===== src/shared/tasc_pkg.sv =====
// constants, types and states of the touch converter serial interface
package tasc_pkg;

	// ****************************************
	// clock and timing
	// ****************************************
	localparam int SYS_CLK_MHZ = 40;
	localparam int T_DO_MAX_NS = 200;
	localparam int T_BD_MAX_NS = 200;
	localparam int T_DO_CYC = (T_DO_MAX_NS * SYS_CLK_MHZ) / 1000;
	localparam int T_BD_CYC = (T_BD_MAX_NS * SYS_CLK_MHZ) / 1000;

	// ****************************************
	// framing and widths
	// ****************************************
	localparam int RESULT_W = 12;
	localparam int BUF_DEPTH = 2;
	localparam logic [2:0] CTRL_LAST_IDX = 3'h7;
	localparam logic [2:0] CTRL_A0_IDX = 3'h3;
	localparam logic [3:0] BITS_FULL_LAST = 4'hb;
	localparam logic [3:0] BITS_RED_LAST = 4'h7;
	localparam int RED_LSB = 4;

	// ****************************************
	// reset values
	// ****************************************
	localparam logic [7:0] CTRL_RESET = 8'h00;
	localparam logic REF_POWER_RESET = 1'b0;

	// control byte, msb first on the wire
	typedef struct packed {
		logic start;
		logic [2:0] channel_sel;
		logic res_8bit;
		logic ref_mode_sel;
		logic reference_power_sel;
		logic auto_powerdown_sel;
	} tasc_ctrl_t;

	// request to the analog converter core
	typedef struct packed {
		logic valid;
		logic [2:0] channel_sel;
		logic res_8bit;
		logic ref_mode_sel;
	} tasc_conv_req_t;

	typedef enum logic [1:0] {
		CV_IDLE = 2'b00,
		CV_BUSY = 2'b01,
		CV_SHIFT = 2'b10
	} tasc_conv_state_t;

endpackage : tasc_pkg


===== src/hw/tasc_serial_if.sv =====
// serial control and result interface of the touch screen converter
`timescale 1ns/1ps
`default_nettype none
module tasc_serial_if
	import tasc_pkg::*;
(
	// clock and reset
	input wire logic sys_clk,
	input wire logic reset,
	// serial pins
	input wire logic serial_clock,
	input wire logic chip_select_n,
	input wire logic serial_in,
	output var logic serial_out,
	output var logic serial_out_oe,
	output var logic busy_out,
	output var logic busy_oe,
	// analog converter core
	output var tasc_conv_req_t conv_req,
	input wire logic result_valid,
	input wire logic [RESULT_W-1:0] result_data,
	output var logic result_ready,
	// power and panel status
	output var logic adc_power_on,
	output var logic ref_power_on,
	output var logic panel_drive_on
);
	localparam int DO_CYC = T_DO_CYC;
	localparam int BD_CYC = T_BD_CYC;

	// ****************************************
	// pin synchronisers and edge detect
	// ****************************************
	logic [2:0] pins_s;
	logic sclk_s;
	logic cs_s_n;
	logic sdi_s;
	logic sclk_prev_reg;
	logic rise;
	logic fall;
	logic cs_low;

	// select enters inverted so the zero reset of the sync means deselected
	tasc_sync #(.WIDTH(3)) u_sync (
		.sys_clk(sys_clk),
		.reset(reset),
		.async_in({serial_clock, !chip_select_n, serial_in}),
		.sync_out(pins_s)
	);

	assign sclk_s = pins_s[2];
	assign cs_low = pins_s[1];
	assign sdi_s = pins_s[0];
	assign cs_s_n = !cs_low;
	// edges count only while selected
	assign rise = cs_low && sclk_s && !sclk_prev_reg;
	assign fall = cs_low && !sclk_s && sclk_prev_reg;

	always_ff @(posedge sys_clk or posedge reset) begin
		if (reset) begin
			sclk_prev_reg <= 1'b0;
		end else begin
			sclk_prev_reg <= sclk_s;
		end
	end

	// ****************************************
	// result buffer
	// ****************************************
	logic buf_valid;
	logic buf_ready;
	logic [RESULT_W-1:0] buf_data;

	tasc_pair_fifo #(.WIDTH(RESULT_W), .DEPTH(BUF_DEPTH)) u_buf (
		.sys_clk(sys_clk),
		.reset(reset),
		.in_valid(result_valid),
		.in_data(result_data),
		.in_ready(result_ready),
		.out_valid(buf_valid),
		.out_data(buf_data),
		.out_ready(buf_ready)
	);

	// ****************************************
	// control byte receiver
	// ****************************************
	logic parse_active_reg;
	logic [2:0] parse_cnt_reg;
	logic [6:0] parse_shift_reg;
	tasc_ctrl_t ctrl_reg;
	logic pending_reg;
	logic acq_reg;
	tasc_conv_state_t state_reg;
	logic byte_done;

	assign byte_done = rise && parse_active_reg &&
		(parse_cnt_reg == CTRL_LAST_IDX);

	always_ff @(posedge sys_clk or posedge reset) begin
		if (reset) begin
			parse_active_reg <= 1'b0;
			parse_cnt_reg <= 3'h0;
			parse_shift_reg <= 7'h00;
		end else if (cs_s_n) begin
			parse_active_reg <= 1'b0;
			parse_cnt_reg <= 3'h0;
		end else if (rise) begin
			if (!parse_active_reg) begin
				// wait for a high start bit
				if (sdi_s) begin
					parse_active_reg <= 1'b1;
					parse_cnt_reg <= 3'h1;
					parse_shift_reg <= 7'h01;
				end
			end else begin
				parse_shift_reg <= {parse_shift_reg[5:0], sdi_s};
				parse_cnt_reg <= parse_cnt_reg + 3'h1;
				if (parse_cnt_reg == CTRL_LAST_IDX) begin
					parse_active_reg <= 1'b0;
				end
			end
		end
	end

	// byte layout follows the packed struct field order
	always_ff @(posedge sys_clk or posedge reset) begin
		if (reset) begin
			ctrl_reg <= tasc_ctrl_t'(CTRL_RESET);
		end else if (byte_done) begin
			ctrl_reg <= tasc_ctrl_t'({parse_shift_reg, sdi_s});
		end
	end

	// a byte may land while a result is still shifting out
	always_ff @(posedge sys_clk or posedge reset) begin
		if (reset) begin
			pending_reg <= 1'b0;
		end else if (cs_s_n) begin
			pending_reg <= 1'b0;
		end else if (byte_done) begin
			pending_reg <= 1'b1;
		end else if (fall && pending_reg) begin
			pending_reg <= 1'b0;
		end
	end

	// acquisition runs from the A0 channel bit, the last of the three, to busy
	always_ff @(posedge sys_clk or posedge reset) begin
		if (reset) begin
			acq_reg <= 1'b0;
		end else if (cs_s_n) begin
			acq_reg <= 1'b0;
		end else if (rise && parse_active_reg &&
			parse_cnt_reg == CTRL_A0_IDX) begin
			acq_reg <= 1'b1;
		end else if (fall && pending_reg) begin
			acq_reg <= 1'b0;
		end
	end

	// ****************************************
	// conversion and result shifter
	// ****************************************
	logic [RESULT_W-1:0] hold_reg;
	logic have_word_reg;
	logic [RESULT_W-1:0] shift_reg;
	logic [3:0] bits_left_reg;
	logic [RESULT_W-1:0] load_word;

	// stale words from abandoned conversions are drained whenever not in CV_BUSY
	assign buf_ready = (state_reg != CV_BUSY) || !have_word_reg;
	// reduced resolution keeps the top bits, msb aligned
	assign load_word = ctrl_reg.res_8bit ?
		{hold_reg[RESULT_W-1:RED_LSB], {RED_LSB{1'b0}}} : hold_reg;

	always_ff @(posedge sys_clk or posedge reset) begin
		if (reset) begin
			hold_reg <= '0;
			have_word_reg <= 1'b0;
		end else if (state_reg == CV_BUSY) begin
			if (buf_valid && !have_word_reg) begin
				hold_reg <= buf_data;
				have_word_reg <= 1'b1;
			end
		end else begin
			have_word_reg <= 1'b0;
		end
	end

	always_ff @(posedge sys_clk or posedge reset) begin
		if (reset) begin
			state_reg <= CV_IDLE;
			shift_reg <= '0;
			bits_left_reg <= 4'h0;
			busy_out <= 1'b0;
			serial_out <= 1'b0;
		end else if (cs_s_n) begin
			state_reg <= CV_IDLE;
			busy_out <= 1'b0;
			serial_out <= 1'b0;
		end else if (fall) begin
			if (pending_reg) begin
				// new byte cuts short any result still going out
				state_reg <= CV_BUSY;
				busy_out <= 1'b1;
				serial_out <= 1'b0;
			end else begin
				unique case (state_reg)
					CV_IDLE: begin
						serial_out <= 1'b0;
					end
					CV_BUSY: begin
						busy_out <= 1'b0;
						state_reg <= CV_SHIFT;
						shift_reg <= {load_word[RESULT_W-2:0], 1'b0};
						serial_out <= load_word[RESULT_W-1];
						bits_left_reg <= ctrl_reg.res_8bit ?
							BITS_RED_LAST : BITS_FULL_LAST;
					end
					CV_SHIFT: begin
						if (bits_left_reg == 4'h0) begin
							state_reg <= CV_IDLE;
							serial_out <= 1'b0;
						end else begin
							serial_out <= shift_reg[RESULT_W-1];
							shift_reg <= {shift_reg[RESULT_W-2:0], 1'b0};
							bits_left_reg <= bits_left_reg - 4'h1;
						end
					end
					default: begin
						state_reg <= CV_IDLE;
					end
				endcase
			end
		end
	end

	// ****************************************
	// output enables and analog requests
	// ****************************************
	always_ff @(posedge sys_clk or posedge reset) begin
		if (reset) begin
			serial_out_oe <= 1'b0;
			busy_oe <= 1'b0;
		end else begin
			busy_oe <= cs_low;
			if (cs_s_n) begin
				serial_out_oe <= 1'b0;
			end else if (!busy_oe) begin
				serial_out_oe <= 1'b1;
			end else if (fall && pending_reg) begin
				serial_out_oe <= 1'b1;
			end else if (fall && state_reg == CV_SHIFT &&
				bits_left_reg == 4'h0) begin
				serial_out_oe <= 1'b0;
			end
		end
	end

	always_ff @(posedge sys_clk or posedge reset) begin
		if (reset) begin
			conv_req <= '0;
		end else begin
			conv_req.valid <= fall && pending_reg;
			conv_req.channel_sel <= ctrl_reg.channel_sel;
			conv_req.res_8bit <= ctrl_reg.res_8bit;
			conv_req.ref_mode_sel <= ctrl_reg.ref_mode_sel;
		end
	end

	// ****************************************
	// power and panel drivers
	// ****************************************
	logic converting;

	assign converting = pending_reg || acq_reg || (state_reg != CV_IDLE);

	// reference power is latched only as busy rises, never by chip select
	always_ff @(posedge sys_clk or posedge reset) begin
		if (reset) begin
			ref_power_on <= REF_POWER_RESET;
		end else if (fall && pending_reg) begin
			ref_power_on <= ctrl_reg.reference_power_sel;
		end
	end

	always_ff @(posedge sys_clk or posedge reset) begin
		if (reset) begin
			adc_power_on <= 1'b0;
			panel_drive_on <= 1'b0;
		end else begin
			adc_power_on <= cs_low &&
				(ctrl_reg.auto_powerdown_sel || converting);
			panel_drive_on <= cs_low && (acq_reg ||
				(!ctrl_reg.ref_mode_sel && state_reg != CV_IDLE));
		end
	end
endmodule : tasc_serial_if
`default_nettype wire


===== src/hw/tasc_sync.sv =====
// two flip-flop synchroniser for pin inputs
`timescale 1ns/1ps
`default_nettype none
module tasc_sync #(
	parameter int WIDTH = 1
) (
	// clock and reset
	input wire logic sys_clk,
	input wire logic reset,
	// pins in, synchronised out
	input wire logic [WIDTH-1:0] async_in,
	output var logic [WIDTH-1:0] sync_out
);
	logic [WIDTH-1:0] stage1_reg;

	always_ff @(posedge sys_clk or posedge reset) begin
		if (reset) begin
			stage1_reg <= '0;
			sync_out <= '0;
		end else begin
			stage1_reg <= async_in;
			sync_out <= stage1_reg;
		end
	end
endmodule : tasc_sync
`default_nettype wire


===== src/hw/tasc_pair_fifo.sv =====
// small fifo with valid and ready on both sides
`timescale 1ns/1ps
`default_nettype none
module tasc_pair_fifo #(
	parameter int WIDTH = 12,
	parameter int DEPTH = 2
) (
	// clock and reset
	input wire logic sys_clk,
	input wire logic reset,
	// fill side
	input wire logic in_valid,
	input wire logic [WIDTH-1:0] in_data,
	output var logic in_ready,
	// drain side
	output var logic out_valid,
	output logic [WIDTH-1:0] out_data,
	input wire logic out_ready
);
	localparam int PW = (DEPTH > 1) ? $clog2(DEPTH) : 1;
	localparam logic [PW:0] FULL_CNT = (PW + 1)'(DEPTH);
	localparam logic [PW-1:0] LAST_PTR = PW'(DEPTH - 1);

	logic [WIDTH-1:0] mem [DEPTH];
	logic [PW-1:0] wr_ptr_reg;
	logic [PW-1:0] rd_ptr_reg;
	logic [PW:0] count_reg;
	logic [PW:0] count_next;
	logic do_wr;
	logic do_rd;

	assign do_wr = in_valid && in_ready;
	assign do_rd = out_valid && out_ready;
	assign out_data = mem[rd_ptr_reg];

	always_comb begin
		count_next = count_reg;
		if (do_wr && !do_rd) begin
			count_next = count_reg + (PW + 1)'(1);
		end else if (do_rd && !do_wr) begin
			count_next = count_reg - (PW + 1)'(1);
		end
	end

	always_ff @(posedge sys_clk) begin
		if (do_wr) begin
			mem[wr_ptr_reg] <= in_data;
		end
	end

	always_ff @(posedge sys_clk or posedge reset) begin
		if (reset) begin
			wr_ptr_reg <= '0;
			rd_ptr_reg <= '0;
			count_reg <= '0;
			in_ready <= 1'b0;
			out_valid <= 1'b0;
		end else begin
			if (do_wr) begin
				wr_ptr_reg <= (wr_ptr_reg == LAST_PTR) ? '0 :
					wr_ptr_reg + PW'(1);
			end
			if (do_rd) begin
				rd_ptr_reg <= (rd_ptr_reg == LAST_PTR) ? '0 :
					rd_ptr_reg + PW'(1);
			end
			count_reg <= count_next;
			in_ready <= (count_next != FULL_CNT);
			out_valid <= (count_next != '0);
		end
	end
endmodule : tasc_pair_fifo
`default_nettype wire


===== config.mk =====
export PLATFORM = sky130hd
export DESIGN_NAME = tasc_serial_if
export DESIGN_NICKNAME = d
export VERILOG_FILES = /design/src/shared/tasc_pkg.sv /design/src/hw/tasc_serial_if.sv /design/src/hw/tasc_sync.sv /design/src/hw/tasc_pair_fifo.sv
export SDC_FILE = /design/constraint.sdc
export NUM_CORES = 1
export LEC_CHECK = 0
export BUFFER_PORTS_ARGS = -buffer_cell sky130_fd_sc_hd__buf_2
export CORE_UTILIZATION = 50
export DETAILED_ROUTE_END_ITERATION = 10
export HOLD_SLACK_MARGIN = 0.02
export PLACE_DENSITY = 0.68
export RECOVER_POWER = 50
export SLEW_MARGIN = 20
export SYNTH_ARGS = -nofsm -noshare
export SYNTH_HDL_FRONTEND = slang
export SYNTH_SLANG_ARGS = --single-unit

===== constraint.sdc =====
create_clock -name sys_clk -period 2.2 [get_ports sys_clk]
set_input_delay 0.33 -clock sys_clk [delete_from_list [all_inputs] [get_ports sys_clk]]
set_output_delay 0.33 -clock sys_clk [all_outputs]
set_load 0.01 [all_outputs]

Word level (Yosys, flattened, before mapping)
Memory sizes are Yosys's and may differ from the RTL's. A register that Yosys moved wholly into a read port is not among the register bits.
Cells that the tools add are included.
- register bits after elaboration: 64
- RAM bits: 24
- input bits: 18
- output and inout bits: 14
- memories kept: 1
- add/sub/neg operators: 6
- equality and inequality tests: 18
- muxes and demuxes: 48
- bitwise gates (word level): 1
- reduce and logical (&&, ||, !) cells: 43
- memory list (name ; words ; bits a word ; read ports ; clocked after memory_dff ; write ports ; line ; RTL):
    u_buf.mem ; 2 ; 12 ; 1 ; 1 ; 1 ; tasc_pair_fifo.sv:24 ; logic [WIDTH-1:0] mem [DEPTH];
- operators by type and width (kind ; number):
    1-bit 2-to-1 mux ; 28
    12-bit case mux with 2 select lines ; 1
    1-bit logical AND ; 18
    3-bit != test (second input constant) ; 5
    12-bit 2-to-1 mux ; 1
    2-bit 2-to-1 mux ; 6
    3-bit 2-to-1 mux ; 4
    4-bit 2-to-1 mux ; 3
    6-bit 2-to-1 mux ; 2
    2-bit != test (second input constant) ; 4
    4-bit != test (second input constant) ; 2
    4-bit case mux with 2 select lines ; 1
    2-bit AND reduction ; 4
    2-bit nonzero test ; 4
    1-bit zero test ; 7
    2-bit case mux with 3 select lines ; 1
    3-bit AND reduction ; 2
    1-bit logical OR ; 5
    5-bit != test (second input constant) ; 1
    5-bit AND reduction ; 1
    4-bit zero test ; 1
    2-bit by 1-bit != test with 1-bit output (second input constant) ; 2
    4-bit by 1-bit subtractor with 4-bit output (second input constant) ; 1
    3-bit by 1-bit adder with 3-bit output (second input constant) ; 1
    10 further kinds ; 11

Longest topological paths before layout
- depth after elaboration: 9
- depth in mapped cells: 7

Cells and area by module
From an unflattened synthesis, not the netlist that was laid out.
- cell total of the unflattened synthesis: 306
- area, all modules: 4196.5 um2
- by module, submodules not included (module ; instances ; cells an instance ; area each (um2)):
    tasc_serial_if ; 1 ; 231 ; 2807.7
    tasc_pair_fifo ; 1 ; 68 ; 1234.9
    tasc_sync ; 1 ; 7 ; 153.9

Worst setup path after synthesis
OpenSTA, ideal clock, no wires.
- path kind: register -> register
- from: register state_reg[1]
- to: register bits_left_reg[0]
- library setup time: 0.125 ns
- data arrival time: 1.469 ns
- required time: 2.075 ns
- slack: 0.606 ns
- stages on the path, launching flop included: 7
- buffers on the path: 1
- period minus slack after synthesis: 1.594 ns
- path through: dfrtp_1 inv_1 ha_1 nor2b_1 and3_1 buf_6 mux2_4
- cells in the longest elaborated chain, start to end: 3
- elaborated cells on any way between the ends: 6
- ends and longest elaborated chain (item ; line ; RTL):
    from (decl) ; tasc_serial_if.sv:94 ; tasc_conv_state_t state_reg;
    from (signal assigned) ; tasc_serial_if.sv:193 ; state_reg <= CV_IDLE;
    from (signal assigned) ; tasc_serial_if.sv:199 ; state_reg <= CV_IDLE;
    from (signal assigned) ; tasc_serial_if.sv:205 ; state_reg <= CV_BUSY;
    2-bit equality test or 2-bit by 1-bit equality test with 1-bit output (tied branches) ; tasc_serial_if.sv:209 ; unique case (state_reg)
    2-bit != test (no line) or 2-bit nonzero test (tied branches) ; -- ;
    5-bit AND reduction (no line) ; -- ;
    to (signal assigned) ; tasc_serial_if.sv:218 ; bits_left_reg <= ctrl_reg.res_8bit ?
    to (signal assigned) ; tasc_serial_if.sv:228 ; bits_left_reg <= bits_left_reg - 4'h1;
    to (decl) ; tasc_serial_if.sv:168 ; logic [3:0] bits_left_reg;
Several ways; a longest one is shown, not always the timed one.
A chain may end at the register's enable or synchronous reset.

Worst setup path in the final report
- from: register state_reg[0]
- to: register shift_reg[1]
- cells in the longest elaborated chain, start to end: 3
- elaborated cells on any way between the ends: 6
- ends and longest elaborated chain (item ; line ; RTL):
    2-bit equality test or 2-bit by 1-bit equality test with 1-bit output (tied branches) ; tasc_serial_if.sv:209 ;
    2-bit != test (no line) or 2-bit nonzero test (tied branches) ; -- ;
    5-bit AND reduction (no line) ; -- ;
    to (signal assigned) ; tasc_serial_if.sv:216 ; shift_reg <= {load_word[RESULT_W-2:0], 1'b0};
    to (signal assigned) ; tasc_serial_if.sv:227 ; shift_reg <= {shift_reg[RESULT_W-2:0], 1'b0};
    to (decl) ; tasc_serial_if.sv:167 ; logic [RESULT_W-1:0] shift_reg;
Several ways; a longest one is shown, not always the timed one.

==> metrics.cfg <==
[grt]
grt_pass1_vias = 2374
overflow = 0
antenna_found_initial = 0
track_usage = 0.1771
grt_max_degree = 76
grt_pass1_wl_um = 11710

[floorplanning]
die_w_um = 92.03
design.core.area_um2 = 7767
start_util = 0.5217
io_pins = 32
die_area_um2 = 8470
die_h_um = 92.03
row_count = 32

[logic_synthesis]
seq_area_frac_synth = 0.6409
synth_area_leader_cell = dfrtp_1
synth_cells = 306
synth_top_cell_area_share = 0.4631
ys_seq_elements = 99
synth_compound_area_frac = 0.1198
yosys_warnings = 0
synthAdderAreaFrac = 0.02161
synthSimpleGateAreaFrac = 0.08336
synthTopCellsByArea = dfrtp_1 46%, edfxtp_1 18%, mux2i_1 5.7%
async_flop_share = 0.7576
synth.avg_cell_area_um2 = 13.24
synthXorXnorAreaFrac = 0.01081
synth_edf_count = 24
synth_top_family_by_area = compound AO/OA/AOI/OAI gates
yosysMostFrequentCell = dfrtp_1
synthesis.nets = 331
syn_area_um2 = 4053
synth_top_cells_by_count = 75 x dfrtp_1, 24 x edfxtp_1, 23 x mux2i_1, 17 x nand2_1
yosys-mux-area-fraction = 0.08645
synth_flop_cell = dfrtp_1
ys_types = 53

[cts]
cts_tree = done
cts_buffers = 9
insertion_delay_ns = 0.36
hold_buffers = 0
path_clk_slew_ns = 0.10
cts_root_buf = clkbuf_8
cts_buffer_depth = 2
cts_resized = 0
postCtsSetupRepairBufs = 0
cts_num_sinks = 99
cts_htree_levels = 3

[status]
violations = capacitance limit, slew limit
status = complete, but fails checks

[drt]
first_iter_violations = 158
routedWlPerCell_um = 14.57
vias_per_cell = 5.473
vias = 2463
post-route-drc-count = 0
drtPass1Iterations = 4
routed_wl_um = 6555
ant_nets = 0

[finish]
diodes = 0
stdcell_area_um2 = 4523
fill_cells = 649
nNetsFinal = 368
area_growth_pct = 11.61
drive_gt1_frac = 0.2040
largest_reg_flops = 24

[placement]
place_area_um2 = 4337
globalplace.congestion = 0.7719
dpl.hpwl_um = 4345
numPortBuffers = 31

[critical_path]
cp_data_required_time_ns = 2.49
start_kind = flop
end_kind = flop
crit_fanout = 8
crit_type = reg -> reg
critPathArrivalTime_ns = 2.09

[sta]
setup_viol = 0
finalHoldViolations = 0
slew_headroom = -0.1753
fin_setup_tns_ns = 0
post-route-period-util = 0.8168
rsz0062_at_grt = false
worst_slew_pin_slew_ns = 1.763
period_minus_slack_ns = 1.797
drv_slew = 76
max_freq_ghz = 0.5565
skew_ns = 0.008540

[pwr]
vdd_drop_max_mv = 0.5287
p_leak_nw = 2.031
p_sw_frac = 0.2636
p_int_mw = 2.830
clockPowerShare = 0.311
p_comb_frac = 0.113
seqPwrFrac = 0.576
p_switching_mw = 1.013
cellPowerDensity_nw_per_um2 = 849.6

[worst_hold_path]
hp-class = in -> reg

[run]
maxCapViolations = 1

## worst max-delay path, stage by stage, from the launching register on
cell and delay (ns):
dfrtp_1 0.37, inv_1 0.07, ha_1 0.32, nor2b_1 0.18, and3_1 0.38, buf_4 0.23
mux2i_1 0.18
## routing by layer
metal / vias to the layer above / routed length, um / track usage
met4: 0 / 96 / 0.06641
li1: 1191 / - / -
met1: 1204 / 3270 / 0.2612
met2: 57 / 2898 / 0.2568
met5: - / 0 / 0
met3: 11 / 291 / 0.03980
## final timing paths
path,from,end,slack (ns),cells after the start
hold reg to reg,u_sync.stage1_reg[2],u_sync.sync_out[2],0.35,0
min in group asynchronous,reset,ctrl_reg[1],0.60,3
hold / removal,serial_in,u_sync.stage1_reg[0],0.08,1
max in group asynchronous,reset,shift_reg[6],0.57,3
setup reg to reg,state_reg[0],shift_reg[1],0.40,6
setup / recovery,state_reg[0],shift_reg[1],0.40,6
## kinds of logic after synthesis
| logic type | count (synthesis) |
|---|---|
| buffers and inverters | 31 |
| adders and majority gates | 7 |
| DFF | 99 |
| and+or+nand+nor | 60 |
| xor gates and xnor gates | 5 |
| muxes | 33 |
| AOI/OAI and AO/OA | 71 |
## through the flow
step	setup slack (ns)	total power [mW]	instances	hold slack, ns	utilization
after floorplan	0.6062	2.573	306	0.3312	-
after global placement	0.4905	2.686	434	0.3334	0.5583
after detailed placement	0.4372	2.706	434	0.3355	0.5583
after CTS	0.4109	3.892	450	0.06441	0.5851
after global routing	0.1483	4.045	450	0.05874	0.5823
final	0.4031	3.843	450	0.07932	0.5823
## final cells by class
class | instances | area, um2 | area share
sequential | 99 | 2597 | 0.5743
multi-input combinational | 176 | 1305 | 0.2885
timing repair buffer | 41 | 224.0 | 0.04952
tap | 102 | 127.6 | 0.02822
clock buffer | 9 | 123.9 | 0.02739
clock inverter | 7 | 83.83 | 0.01853
inverter | 16 | 61.31 | 0.01355
## layout by cell type, fill, tap and decap left out, types with 4 or more instances in the layout
master,count
a22o_1,6
a21oi_1,13
o21ai_0,16
buf_2,28
nand3b_1,4
buf_4,9
nor2_1,11
clkbuf_8,9
dfrtp_1,75
inv_1,15
mux2_2,8
nand2_1,17
ha_1,7
mux2i_1,23
a31oi_1,12
edfxtp_1,24
## power groups by stage
stage                     clock, mW  combinational (mW)  sequential (mW)
final                          1.19               0.436             2.21
after global routing           1.31               0.497             2.24
after CTS                      1.22               0.452             2.22
after detailed placement          0               0.451             2.25
after global placement            0               0.440             2.25
after floorplan                   0               0.397             2.18
(Power assumes the default switching activity.)
